## config.mk

```make
export PLATFORM = sky130hd
export DESIGN_NAME = iora_top
export DESIGN_NICKNAME = d
export VERILOG_FILES = /design/src/include/iora_pkg.sv /design/src/core/iora_top.sv
export SDC_FILE = /design/constraint.sdc
export NUM_CORES = 1
export LEC_CHECK = 0
export BUFFER_PORTS_ARGS = -buffer_cell sky130_fd_sc_hd__buf_2
export CORE_MARGIN = 8
export CORE_UTILIZATION = 47
export CTS_CLUSTER_SIZE = 24
export DETAILED_ROUTE_END_ITERATION = 8
export GPL_TIMING_DRIVEN = 1
export PLACE_DENSITY = 0.79
export SYNTH_ARGS = -nofsm -noshare
export SYNTH_HDL_FRONTEND = slang
export SYNTH_SLANG_ARGS = --single-unit
```

## constraint.sdc

```tcl
create_clock -name i_clock -period 4.8 [get_ports i_clock]
set_clock_uncertainty 0.2 [all_clocks]
set_input_delay 0.48 -clock i_clock [delete_from_list [all_inputs] [get_ports i_clock]]
set_output_delay 0.48 -clock i_clock [all_outputs]
set_load 0.01 [all_outputs]
```

## src/include/iora_pkg.sv

```systemverilog
package iora_pkg;
    localparam int unsigned ADDR_W        = 20;
    localparam int unsigned DATA_W        = 32;
    localparam int unsigned BE_W          = 4;
    // 128 KB internal register and memory space
    localparam logic [19:0] REG_SPACE_LAST = 20'h1ffff;
    // flash region size, 64 KB to 512 KB; largest taken
    localparam logic [19:0] FLASH_LAST_OFS = 20'h7ffff;
    // pointer decode for the flash range
    localparam logic [19:0] PTR_FLASH_FIRST = 20'h80000;
    // 32-byte I/O window
    localparam logic [19:0] IO_WIN_LAST   = 20'h0001f;
    localparam logic [19:0] IO_PTR_OFS    = 20'h00000;
    localparam logic [19:0] IO_DATA_OFS   = 20'h00004;
    localparam logic [19:0] IO_RSVD_FIRST = 20'h00008;
    localparam logic [19:0] PTR_RESET     = 20'h00000;
    localparam logic [11:0] PTR_UPPER     = 12'h000;
    localparam logic [31:0] RSVD_RDATA    = 32'h0000ffff;
    localparam logic [31:0] NO_DATA       = 32'h00000000;
    localparam logic [3:0]  BE_FULL       = 4'hf;
    localparam logic [1:0]  LANE_ZERO     = 2'h0;

    typedef enum logic [1:0] {
        IORA_RGN_REG,
        IORA_RGN_FLASH,
        IORA_RGN_ROM,
        IORA_RGN_IO
    } iora_region_t;

    typedef struct packed {
        logic         nvm_flash_en;
        logic         flash_base_nz;
        logic         rom_base_nz;
        logic         io_base_nz;
        logic         io_decode_en;
    } iora_cfg_t;

    typedef struct packed {
        logic         valid;
        logic         write;
        iora_region_t region;
        logic [19:0]  addr;
        logic [3:0]   be;
        logic [31:0]  wdata;
    } iora_host_req_t;

    typedef struct packed {
        logic         valid;
        logic         hit;
        logic [31:0]  rdata;
    } iora_host_rsp_t;

    typedef struct packed {
        logic         valid;
        logic         write;
        logic         flash;
        logic [19:0]  addr;
        logic [3:0]   be;
        logic [31:0]  wdata;
    } iora_back_req_t;
endpackage

```

## src/core/iora_top.sv

```systemverilog
`timescale 1ns/1ps
// Function
// RULE1: decode 128 KB internal register space
// RULE2: flash and ROM regions reach same flash
// RULE3: I/O base maps a 32-byte window
// RULE4: drop partial writes to 32-bit registers
// RULE5: partial register reads return full word
// RULE6: flash accepts byte, word, dword accesses
// RULE7: host writes no ones to reserved bits
// RULE8: host writes no undeclared addresses
// RULE9: counters read as 32-bit halves only
// RULE10: flash region needs enable and nonzero base
// RULE11: ROM region needs enable and nonzero base
// RULE12: I/O needs nonzero base and decode enable
// RULE13: pointer at offset 0, data at 4
// RULE14: pointer decode: regs, undefined, flash
// RULE15: data window forwards to pointed location
// RULE16: pointer writes need all byte enables
// RULE17: pointer bits 31..20 read zero
// RULE18: pointer clears on reset, holds otherwise
// RULE19: host avoids partial reads
// RULE20: reserved window offsets read ffff, ignore writes
// RULE21: narrow data writes to registers ignored
// RULE22: flash data writes use aligned enables
// RULE23: host pairs pointer and data atomically
module iora_top (
    input  wire logic                    i_clock,
    input  wire logic                    i_reset_n,
    input  wire iora_pkg::iora_cfg_t      i_cfg,
    input  wire iora_pkg::iora_host_req_t i_host_req,
    input  wire logic                    i_back_done,
    input  wire logic [31:0]             i_back_rdata,
    output logic                         o_host_ready,
    output iora_pkg::iora_host_rsp_t      o_host_rsp,
    output iora_pkg::iora_back_req_t      o_back_req,
    output logic [19:0]                  o_io_address_pointer
);

    ////////////////////////////////////////////////////////////////////////
    // reset release
    logic rst_sync1_ff;
    logic rst_sync2_ff;
    logic rst_n;

    always_ff @(posedge i_clock or negedge i_reset_n) begin
        if (!i_reset_n) begin
            rst_sync1_ff <= 1'b0;
            rst_sync2_ff <= 1'b0;
        end else begin
            rst_sync1_ff <= 1'b1;
            rst_sync2_ff <= rst_sync1_ff;
        end
    end

    assign rst_n = rst_sync2_ff;

    ////////////////////////////////////////////////////////////////////////
    // request decode
    typedef enum logic {
        IORA_ST_IDLE,
        IORA_ST_BACK
    } iora_state_t;

    iora_state_t state_ff;
    iora_state_t nxt_state;

    logic        take;
    logic        be_full;
    logic        flash_ok;
    logic        rom_ok;
    logic        io_ok;
    logic        ptr_is_reg;
    logic        ptr_is_flash;
    logic        lanes_ok;
    logic [1:0]  be_low_lane;
    logic [19:0] ptr_ff;
    logic [19:0] nxt_ptr;

    assign take    = i_host_req.valid && o_host_ready;
    assign be_full = (i_host_req.be == iora_pkg::BE_FULL);
    assign flash_ok = i_cfg.nvm_flash_en && i_cfg.flash_base_nz;           // [RULE10]
    assign rom_ok   = i_cfg.nvm_flash_en && i_cfg.rom_base_nz;             // [RULE11]
    assign io_ok    = i_cfg.io_base_nz && i_cfg.io_decode_en;              // [RULE12]
    assign ptr_is_reg   = (ptr_ff <= iora_pkg::REG_SPACE_LAST);            // [RULE14]
    assign ptr_is_flash = (ptr_ff >= iora_pkg::PTR_FLASH_FIRST);           // [RULE14]

    // lowest enabled lane must match the pointer's low bits unless all four lanes are enabled
    always_comb begin
        be_low_lane = 2'h3;
        for (int i = 3; i >= 0; i--) begin
            if (i_host_req.be[i]) begin
                be_low_lane = 2'(i);
            end
        end
    end

    assign lanes_ok = (be_low_lane == ptr_ff[1:0]) || be_full;              // [RULE22]

    ////////////////////////////////////////////////////////////////////////
    // pointer register

    always_comb begin
        nxt_ptr = ptr_ff;                                                   // [RULE18]
        if (take && i_host_req.write && io_ok
            && i_host_req.region == iora_pkg::IORA_RGN_IO
            && i_host_req.addr == iora_pkg::IO_PTR_OFS                      // [RULE13]
            && be_full) begin                                               // [RULE16]
            nxt_ptr = i_host_req.wdata[19:0];                               // [RULE17]
        end
    end

    always_ff @(posedge i_clock or negedge rst_n) begin
        if (!rst_n) begin
            ptr_ff <= iora_pkg::PTR_RESET;                                  // [RULE18]
        end else begin
            ptr_ff <= nxt_ptr;
        end
    end

    ////////////////////////////////////////////////////////////////////////
    // transaction control
    iora_pkg::iora_back_req_t back_ff;
    iora_pkg::iora_back_req_t nxt_back;
    iora_pkg::iora_host_rsp_t rsp_ff;
    iora_pkg::iora_host_rsp_t nxt_rsp;
    logic                     ready_ff;
    logic                     nxt_ready;

    always_comb begin
        nxt_state = state_ff;
        nxt_back  = back_ff;
        nxt_rsp   = '0;
        nxt_back.valid = 1'b0;
        case (state_ff)
            IORA_ST_IDLE: begin
                if (take) begin
                    nxt_back.write = i_host_req.write;
                    nxt_back.wdata = i_host_req.wdata;
                    nxt_back.be    = i_host_req.be;
                    nxt_back.addr  = i_host_req.addr;
                    nxt_back.flash = 1'b0;
                    nxt_rsp.valid  = 1'b1;
                    nxt_rsp.hit    = 1'b1;
                    nxt_rsp.rdata  = iora_pkg::NO_DATA;
                    case (i_host_req.region)
                        iora_pkg::IORA_RGN_REG: begin
                            if (i_host_req.addr > iora_pkg::REG_SPACE_LAST) begin   // [RULE1]
                                nxt_rsp.hit = 1'b0;
                            end else if (i_host_req.write && !be_full) begin
                                nxt_rsp.hit = 1'b1;                        // [RULE4]
                            end else begin
                                nxt_back.valid = 1'b1;
                                nxt_back.be    = iora_pkg::BE_FULL;        // [RULE5] [RULE9]
                                nxt_back.addr[1:0] = iora_pkg::LANE_ZERO;
                            end
                        end
                        iora_pkg::IORA_RGN_FLASH,
                        iora_pkg::IORA_RGN_ROM: begin
                            if (((i_host_req.region == iora_pkg::IORA_RGN_FLASH)
                                     ? flash_ok : rom_ok)
                                && i_host_req.addr <= iora_pkg::FLASH_LAST_OFS) begin
                                nxt_back.valid = 1'b1;                     // [RULE2] [RULE6]
                                nxt_back.flash = 1'b1;                     // [RULE10] [RULE11]
                            end else begin
                                nxt_rsp.hit = 1'b0;
                            end
                        end
                        iora_pkg::IORA_RGN_IO: begin
                            if (!io_ok || i_host_req.addr > iora_pkg::IO_WIN_LAST) begin
                                nxt_rsp.hit = 1'b0;                        // [RULE3] [RULE12]
                            end else if (i_host_req.addr >= iora_pkg::IO_RSVD_FIRST) begin
                                nxt_rsp.rdata = iora_pkg::RSVD_RDATA;      // [RULE20]
                            end else if (i_host_req.addr[2] == iora_pkg::IO_PTR_OFS[2]) begin
                                nxt_rsp.rdata = {iora_pkg::PTR_UPPER, ptr_ff};  // [RULE16] [RULE17]
                            end else if (ptr_is_reg) begin
                                if (!i_host_req.write || be_full) begin    // [RULE21]
                                    nxt_back.valid = 1'b1;                 // [RULE15]
                                    nxt_back.addr  = {ptr_ff[19:2], iora_pkg::LANE_ZERO};
                                    nxt_back.be    = iora_pkg::BE_FULL;    // [RULE5]
                                end
                            end else if (ptr_is_flash) begin
                                if (!i_host_req.write || lanes_ok) begin   // [RULE22]
                                    nxt_back.valid = 1'b1;                 // [RULE15] [RULE6]
                                    nxt_back.flash = 1'b1;
                                    nxt_back.addr  = {ptr_ff[19:2], iora_pkg::LANE_ZERO};
                                    nxt_back.be    = i_host_req.write
                                                     ? i_host_req.be : iora_pkg::BE_FULL;
                                end
                            end
                        end
                        default: begin
                            nxt_rsp.hit = 1'b0;
                        end
                    endcase
                    if (nxt_back.valid) begin
                        nxt_rsp   = '0;
                        nxt_state = IORA_ST_BACK;
                    end
                end
            end
            IORA_ST_BACK: begin
                if (i_back_done) begin
                    nxt_rsp.valid = 1'b1;
                    nxt_rsp.hit   = 1'b1;
                    nxt_rsp.rdata = back_ff.write ? iora_pkg::NO_DATA : i_back_rdata;
                    nxt_state     = IORA_ST_IDLE;
                end
            end
            default: begin
                nxt_state = IORA_ST_IDLE;
            end
        endcase
        nxt_ready = (nxt_state == IORA_ST_IDLE);
    end

    always_ff @(posedge i_clock or negedge rst_n) begin
        if (!rst_n) begin
            state_ff <= IORA_ST_IDLE;
            back_ff  <= '0;
            rsp_ff   <= '0;
            ready_ff <= 1'b0;
        end else begin
            state_ff <= nxt_state;
            back_ff  <= nxt_back;
            rsp_ff   <= nxt_rsp;
            ready_ff <= nxt_ready;
        end
    end

    assign o_host_ready         = ready_ff;
    assign o_host_rsp           = rsp_ff;
    assign o_back_req           = back_ff;
    assign o_io_address_pointer = ptr_ff;

endmodule

```

Word-level counts from Yosys, hierarchy flattened

Index checks and enable logic that the tools add are counted.

$lt $le $gt $ge: 6
Equal/unequal tests: 5
Multiplexer cells: 49
Bitwise operators: 2
Reduce and logical (&&, ||, !) cells: 22

Operators with widths:

| kind                                                                | count |
|---|---|
| two-way mux 25 bit                                                  | 5 |
| two-way mux 59 bit                                                  | 2 |
| two-way mux 34 bit                                                  | 3 |
| two-way mux 20 bit                                                  | 4 |
| case mux 34 bit (2 select lines)                                    | 1 |
| two-way mux 24 bit                                                  | 2 |
| two-way mux 32 bit                                                  | 1 |
| greater-or-equal comparator 20 bit (second input constant)          | 1 |
| greater-or-equal comparator 20 x 4 -> 1 bit (second input constant) | 1 |
| greater-than comparator 20 x 17 -> 1 bit (second input constant)    | 1 |
| greater-than comparator 20 x 5 -> 1 bit (second input constant)     | 1 |
| <= comparator 20 x 17 -> 1 bit (second input constant)              | 1 |
| <= comparator 20 x 19 -> 1 bit (second input constant)              | 1 |
| zero test 20 bit                                                    | 1 |
| two-way mux 1 bit                                                   | 20 |
| two-way mux 18 bit                                                  | 1 |
| two-way mux 6 bit                                                   | 2 |
| case mux 6 bit (2 select lines)                                     | 1 |
| logical AND 1 bit                                                   | 11 |
| case mux 1 bit (3 select lines)                                     | 2 |
| equality test 2 bit (second input constant)                         | 2 |
| equality test 4 bit (second input constant)                         | 1 |
| logical OR 1 bit                                                    | 4 |
| two-way mux 2 bit                                                   | 2 |
| other kinds (9)                                                     | 13 |

Flip-flop bits (word level): 117
Input port bits: 100
Output and inout bits: 114
Word-level logic and storage cells: 98

Longest topological paths before layout

Depth in word-level cells: 19
Gate-level depth with buffers: 8

Worst setup path after synthesis

Ideal clock, no wire load.

Path type: input to register
Start point: input port i_host_req[56] (netlist name)
End point: register rsp_ff, in the netlist o_host_rsp[16]
Library setup time: 67 ps
Arrival: 1899 ps
Required time: 4533 ps
Path slack: 2634 ps
Stages: 7
Buffers on the path: 0
Cells stage by stage: inv_1 > ha_1 > nand2_1 > nor3_1 > a211oi_1 > nor3b_1 > a22o_1

RTL lines:

| element              | RTL line        | RTL |
|---|---|---|
| from (decl)          | iora_top.sv:30  | `input wire iora_pkg::iora_host_req_t i_host_req,` |
| to (signal assigned) | iora_top.sv:225 | `rsp_ff <= nxt_rsp;` |
| to (decl)            | iora_top.sv:124 | `iora_pkg::iora_host_rsp_t rsp_ff;` |

==> summary.md <==
| Metric | Value |
|---|---|
| Most common flop cell mapped by yosys | sky130_fd_sc_hd__dfrtp_1 |
| Std-Cell Core Area | 10,200 µm² |
| Final WS setup | between 2 and 2.5 ns |
| Max Clk Rate | 366 MHz |
| Maximum buffer depth of the clock tree | 2 |
| Initial antenna violation count | 0 |
| Residual overflow from global routing | 0 |
| Maximum number of pins on one net before global-route repair | between 70 and 80 |
| Slew HR | 0.354 |
| Clk_lat worst skew | 0.50 ns |
| Antenna-violating nets left | 0 |
| Synth Area in Compound Gates | 0.110 |
| Pleak | 0.00384 µW |
| Main area contributors after synthesis | sky130_fd_sc_hd__dfrtp_1 (60%), sky130_fd_sc_hd__nand2_1 (9.5%), sky130_fd_sc_hd__mux2_2 (4.6%) |
| Mux cell area share after synthesis | 0.0522 |
| Dominant combinational cell family by area after synthesis | simple AND/OR/NAND/NOR gates |
| Number of cells on the worst reg-to-reg path | 5 |
| Post-route standard cell area excluding fillers | 7210 µm² |
| Class of the most critical hold timing path | primary input to flop |
| Hold worst-path end | o_back_req[12] |
| Number of core rows | 37 |
| Worst EP required | approximately 5 ns |
| Top cell type's share of synthesized area | 0.598 |
| Total power divided by cell area | roughly 390 nW/µm² |
| CTS tree | yes |
| Synthesis-to-finish area growth | 47.3% |
| Chip Width | roughly 120 µm |
| Net count after synthesis | between 500 and 600 |
| Max rail drop VDD | about 0.24 mV |
| Number of levels in the clock H-tree | 4 |
| Sort of element at the start of the critical path | flop |
| Number of register bits inferred by synthesis | ~120 |
| Final Hold Viols | 0 |
| Xor and xnor area share after synthesis | 0 |
| Number of different library cells in the post-synthesis netlist | 48 |
| Worst r2r src | state_ff |
| Via count of the first global-routing pass | about 5,200 |
| Initial cell density of the core | 0.478 |
| Reg-to-reg critical path endpoint | o_host_rsp[9] |
| # Post-CTS Setup Buffers | 0 |
| Arrival time worst endpoint | 2.92 ns |
| Clock tree sinks | 117 |
| Final min period | ~2.7 ns |
| Routability-driven placement congestion ratio | 0.914 |
| Antenna Cells | 0 |
| Vias after detailed routing | 4,772 |
| Simple-gate share of the synthesized area | 0.193 |
| Wire length of the first global-routing pass | between 20,000 and 30,000 µm |
| Most frequent standard cell in the layout excluding fill and tap cells | sky130_fd_sc_hd__buf_2 |
| Kind of capture point of the worst setup path | flop |
| Clock transition at the registers of the reported paths | 0.05 ns |
| Hold path startpoint | i_host_req[12] |
| Post-synth design cell area | roughly 5000 µm² |
| DRC Markers | 0 |
| Worst slack at placement | around 1.8 ns |
| Run status | complete, no violations |
| Resized Gates After CTS | 0 |
| First-iteration detailed-routing DRC count | approximately 380 |
| Setup total negative slack | 0 ns |
| Area after DPL | between 6000 and 7000 µm² |
| Number of detailed-route iterations in the first pass | 5 |
| Count of max-cap constraint violations | 0 |
| Syn Area/Cell | 10.1 µm² |
| Register area share after synthesis | 0.598 |
| Number of enable-type register cells in the synthesized netlist | 0 |
| R2r setup slk | roughly 2.1 ns |
| Fraction of registers with async set/reset | 1.00 |
| Root buffer cell | sky130_fd_sc_hd__clkbuf_8 |
| IO Pins | 214 |
| Number of nets in the finished design | between 800 and 900 |
| Vias/cell | 5.27 |
| Count of hold buffers inserted by post-cts repair | 60 |
| Maximum fanout along the worst path | 66 |
| Commonest non-fill, non-tap cells in the layout | sky130_fd_sc_hd__buf_2 (213), sky130_fd_sc_hd__nand2_1 (124), sky130_fd_sc_hd__dfrtp_1 (116), sky130_fd_sc_hd__dlygate4sd3_1 (60), sky130_fd_sc_hd__nor2_1 (42) |
| Max Transition Viols Final | 0 |
| Fraction of the mapped netlist area in adder cells | 0.00767 |
| HPWL after DPL | ~12,000 µm |
| Period Utilization, post-route | 0.570 |
| Count of synthesis-stage warnings from yosys | 0 |
| Fraction of final layout cells sized beyond drive strength 1 | 0.359 |
| Port-buffer cells | between 200 and 250 |
| Post-synthesis cell count | between 400 and 500 |
| Number of endpoints failing setup at the final stage | 0 |
| Vertical extent of the die | between 100 and 150 µm |
| Total Die Area | approximately 14,000 µm² |
| Routed WL | between 15,000 and 20,000 µm |
| Kind of critical path | flop to flop |
| Cell taking the most area after synthesis | sky130_fd_sc_hd__dfrtp_1 |
| Worst hold path cell count | 3 |
| Global Route Usage Sum | 0.249 |
| Unrepaired setup endpoints after global routing | false |
| Worst Tran Pin Value | 0.968 ns |
| Per-cell routed wire length | between 15 and 20 µm |
| TritonCTS Buffers | 17 |
-- synthesized netlist by cell type (2+ instances only) --
| library cell | instances |
|---|---|
| sky130_fd_sc_hd__nand2_1 | 124 |
| sky130_fd_sc_hd__buf_2 | 2 |
| sky130_fd_sc_hd__o41ai_1 | 2 |
| sky130_fd_sc_hd__inv_1 | 23 |
| sky130_fd_sc_hd__clkbuf_1 | 16 |
| sky130_fd_sc_hd__nor3b_1 | 2 |
| sky130_fd_sc_hd__nor4_1 | 5 |
| sky130_fd_sc_hd__nand4_1 | 2 |
| sky130_fd_sc_hd__nor3_1 | 5 |
| sky130_fd_sc_hd__a31oi_1 | 4 |
| sky130_fd_sc_hd__a221o_1 | 4 |
| sky130_fd_sc_hd__buf_1 | 3 |
| sky130_fd_sc_hd__mux2_2 | 20 |
| sky130_fd_sc_hd__or2_2 | 2 |
| sky130_fd_sc_hd__nand3_1 | 3 |
| sky130_fd_sc_hd__a22o_1 | 4 |
| sky130_fd_sc_hd__ha_1 | 3 |
| sky130_fd_sc_hd__nand2b_1 | 3 |
| sky130_fd_sc_hd__o21ai_0 | 19 |
| sky130_fd_sc_hd__a211oi_1 | 2 |
| sky130_fd_sc_hd__o22ai_1 | 16 |
| sky130_fd_sc_hd__nor2_1 | 44 |
| sky130_fd_sc_hd__dfrtp_1 | 117 |
| sky130_fd_sc_hd__mux2i_1 | 3 |
| sky130_fd_sc_hd__a21oi_1 | 20 |
| sky130_fd_sc_hd__and2_1 | 13 |
| sky130_fd_sc_hd__and3_1 | 2 |
-- cell type report --
class | instances | area, µm²
tap | 136 | 170
clock inverter | 10 | 86.3
clock buffer | 19 | 432
timing repair buffer | 278 | 1700
fill | 697 | 3030
inverter | 24 | 90.1
multi-input combinational | 321 | 1790
sequential | 117 | 2930
-- worst max-delay path by stage --
stage                              start                       to  slack [ns]  depth (start not counted)
after global routing            state_ff            o_host_rsp[9]        1.91                          5
after CTS                       state_ff            o_host_rsp[8]        2.17                          5
after detailed placement  i_host_req[41]  o_io_address_pointer[2]        1.75                          6
after global placement    i_host_req[41]  o_io_address_pointer[2]        1.80                          6
after floorplan                    rst_n            o_back_req[0]        1.10                          0
final                           state_ff            o_host_rsp[9]        2.07                          5
-- logic make-up (layout without fill, tap and decap cells) --
| group | after synthesis | after routing |
|---|---|---|
| other | 1 | 1 |
| multiplexers | 23 | 23 |
| flip-flops | 117 | 117 |
| adder cells (fa/ha/maj) | 3 | 3 |
| AND/OR/NAND/NOR | 213 | 213 |
| AO/OA/AOI/OAI | 81 | 81 |
| buffers and inverters | 46 | 331 |
-- report_power, final --
group	internal [µW]	switching (µW)
combinational	211	285
clock	685	423
sequential	1100	71.8
total	2000	780
-- sequential cells by signal (all words and copies together), names as in the netlist --
register and cells:
o_back_req 59, o_host_rsp 34, o_io_address_pointer 20, o_host_ready 1, rst_n 1, rst_sync1_ff 1, state_ff 1
-- worst max-delay path, cell delays in order, from the launching register on --
cell and delay (ns):
sky130_fd_sc_hd__dfrtp_1 0.45, sky130_fd_sc_hd__nand3b_1 0.20, sky130_fd_sc_hd__buf_4 0.35, sky130_fd_sc_hd__a211oi_1 0.51
sky130_fd_sc_hd__nand2_1 0.52, sky130_fd_sc_hd__o21ai_0 0.38
-- through the flow --
step                hold WS [ns]  instances  utilization  total power, µW
finish                    0.0207        905        0.704             2780
global route             0.00371        905        0.704             2900
CTS                     0.000993        905        0.704             2800
detailed placement        0.0706        816        0.595             1640
global placement          0.0645        816        0.595             1620
floorplan                -0.0156        484            -             1400
-- routing by layer --
layer | vias to the layer above | global-route usage | part of all wire
met1 | 2310 | 0.279 | 0.39
met2 | 261 | 0.421 | 0.50
li1 | 2173 | - | -
met4 | 0 | 0.102 | 0.023
met5 | - | 0 | 0
met3 | 28 | 0.0916 | 0.095
(Power assumes the default switching activity.)
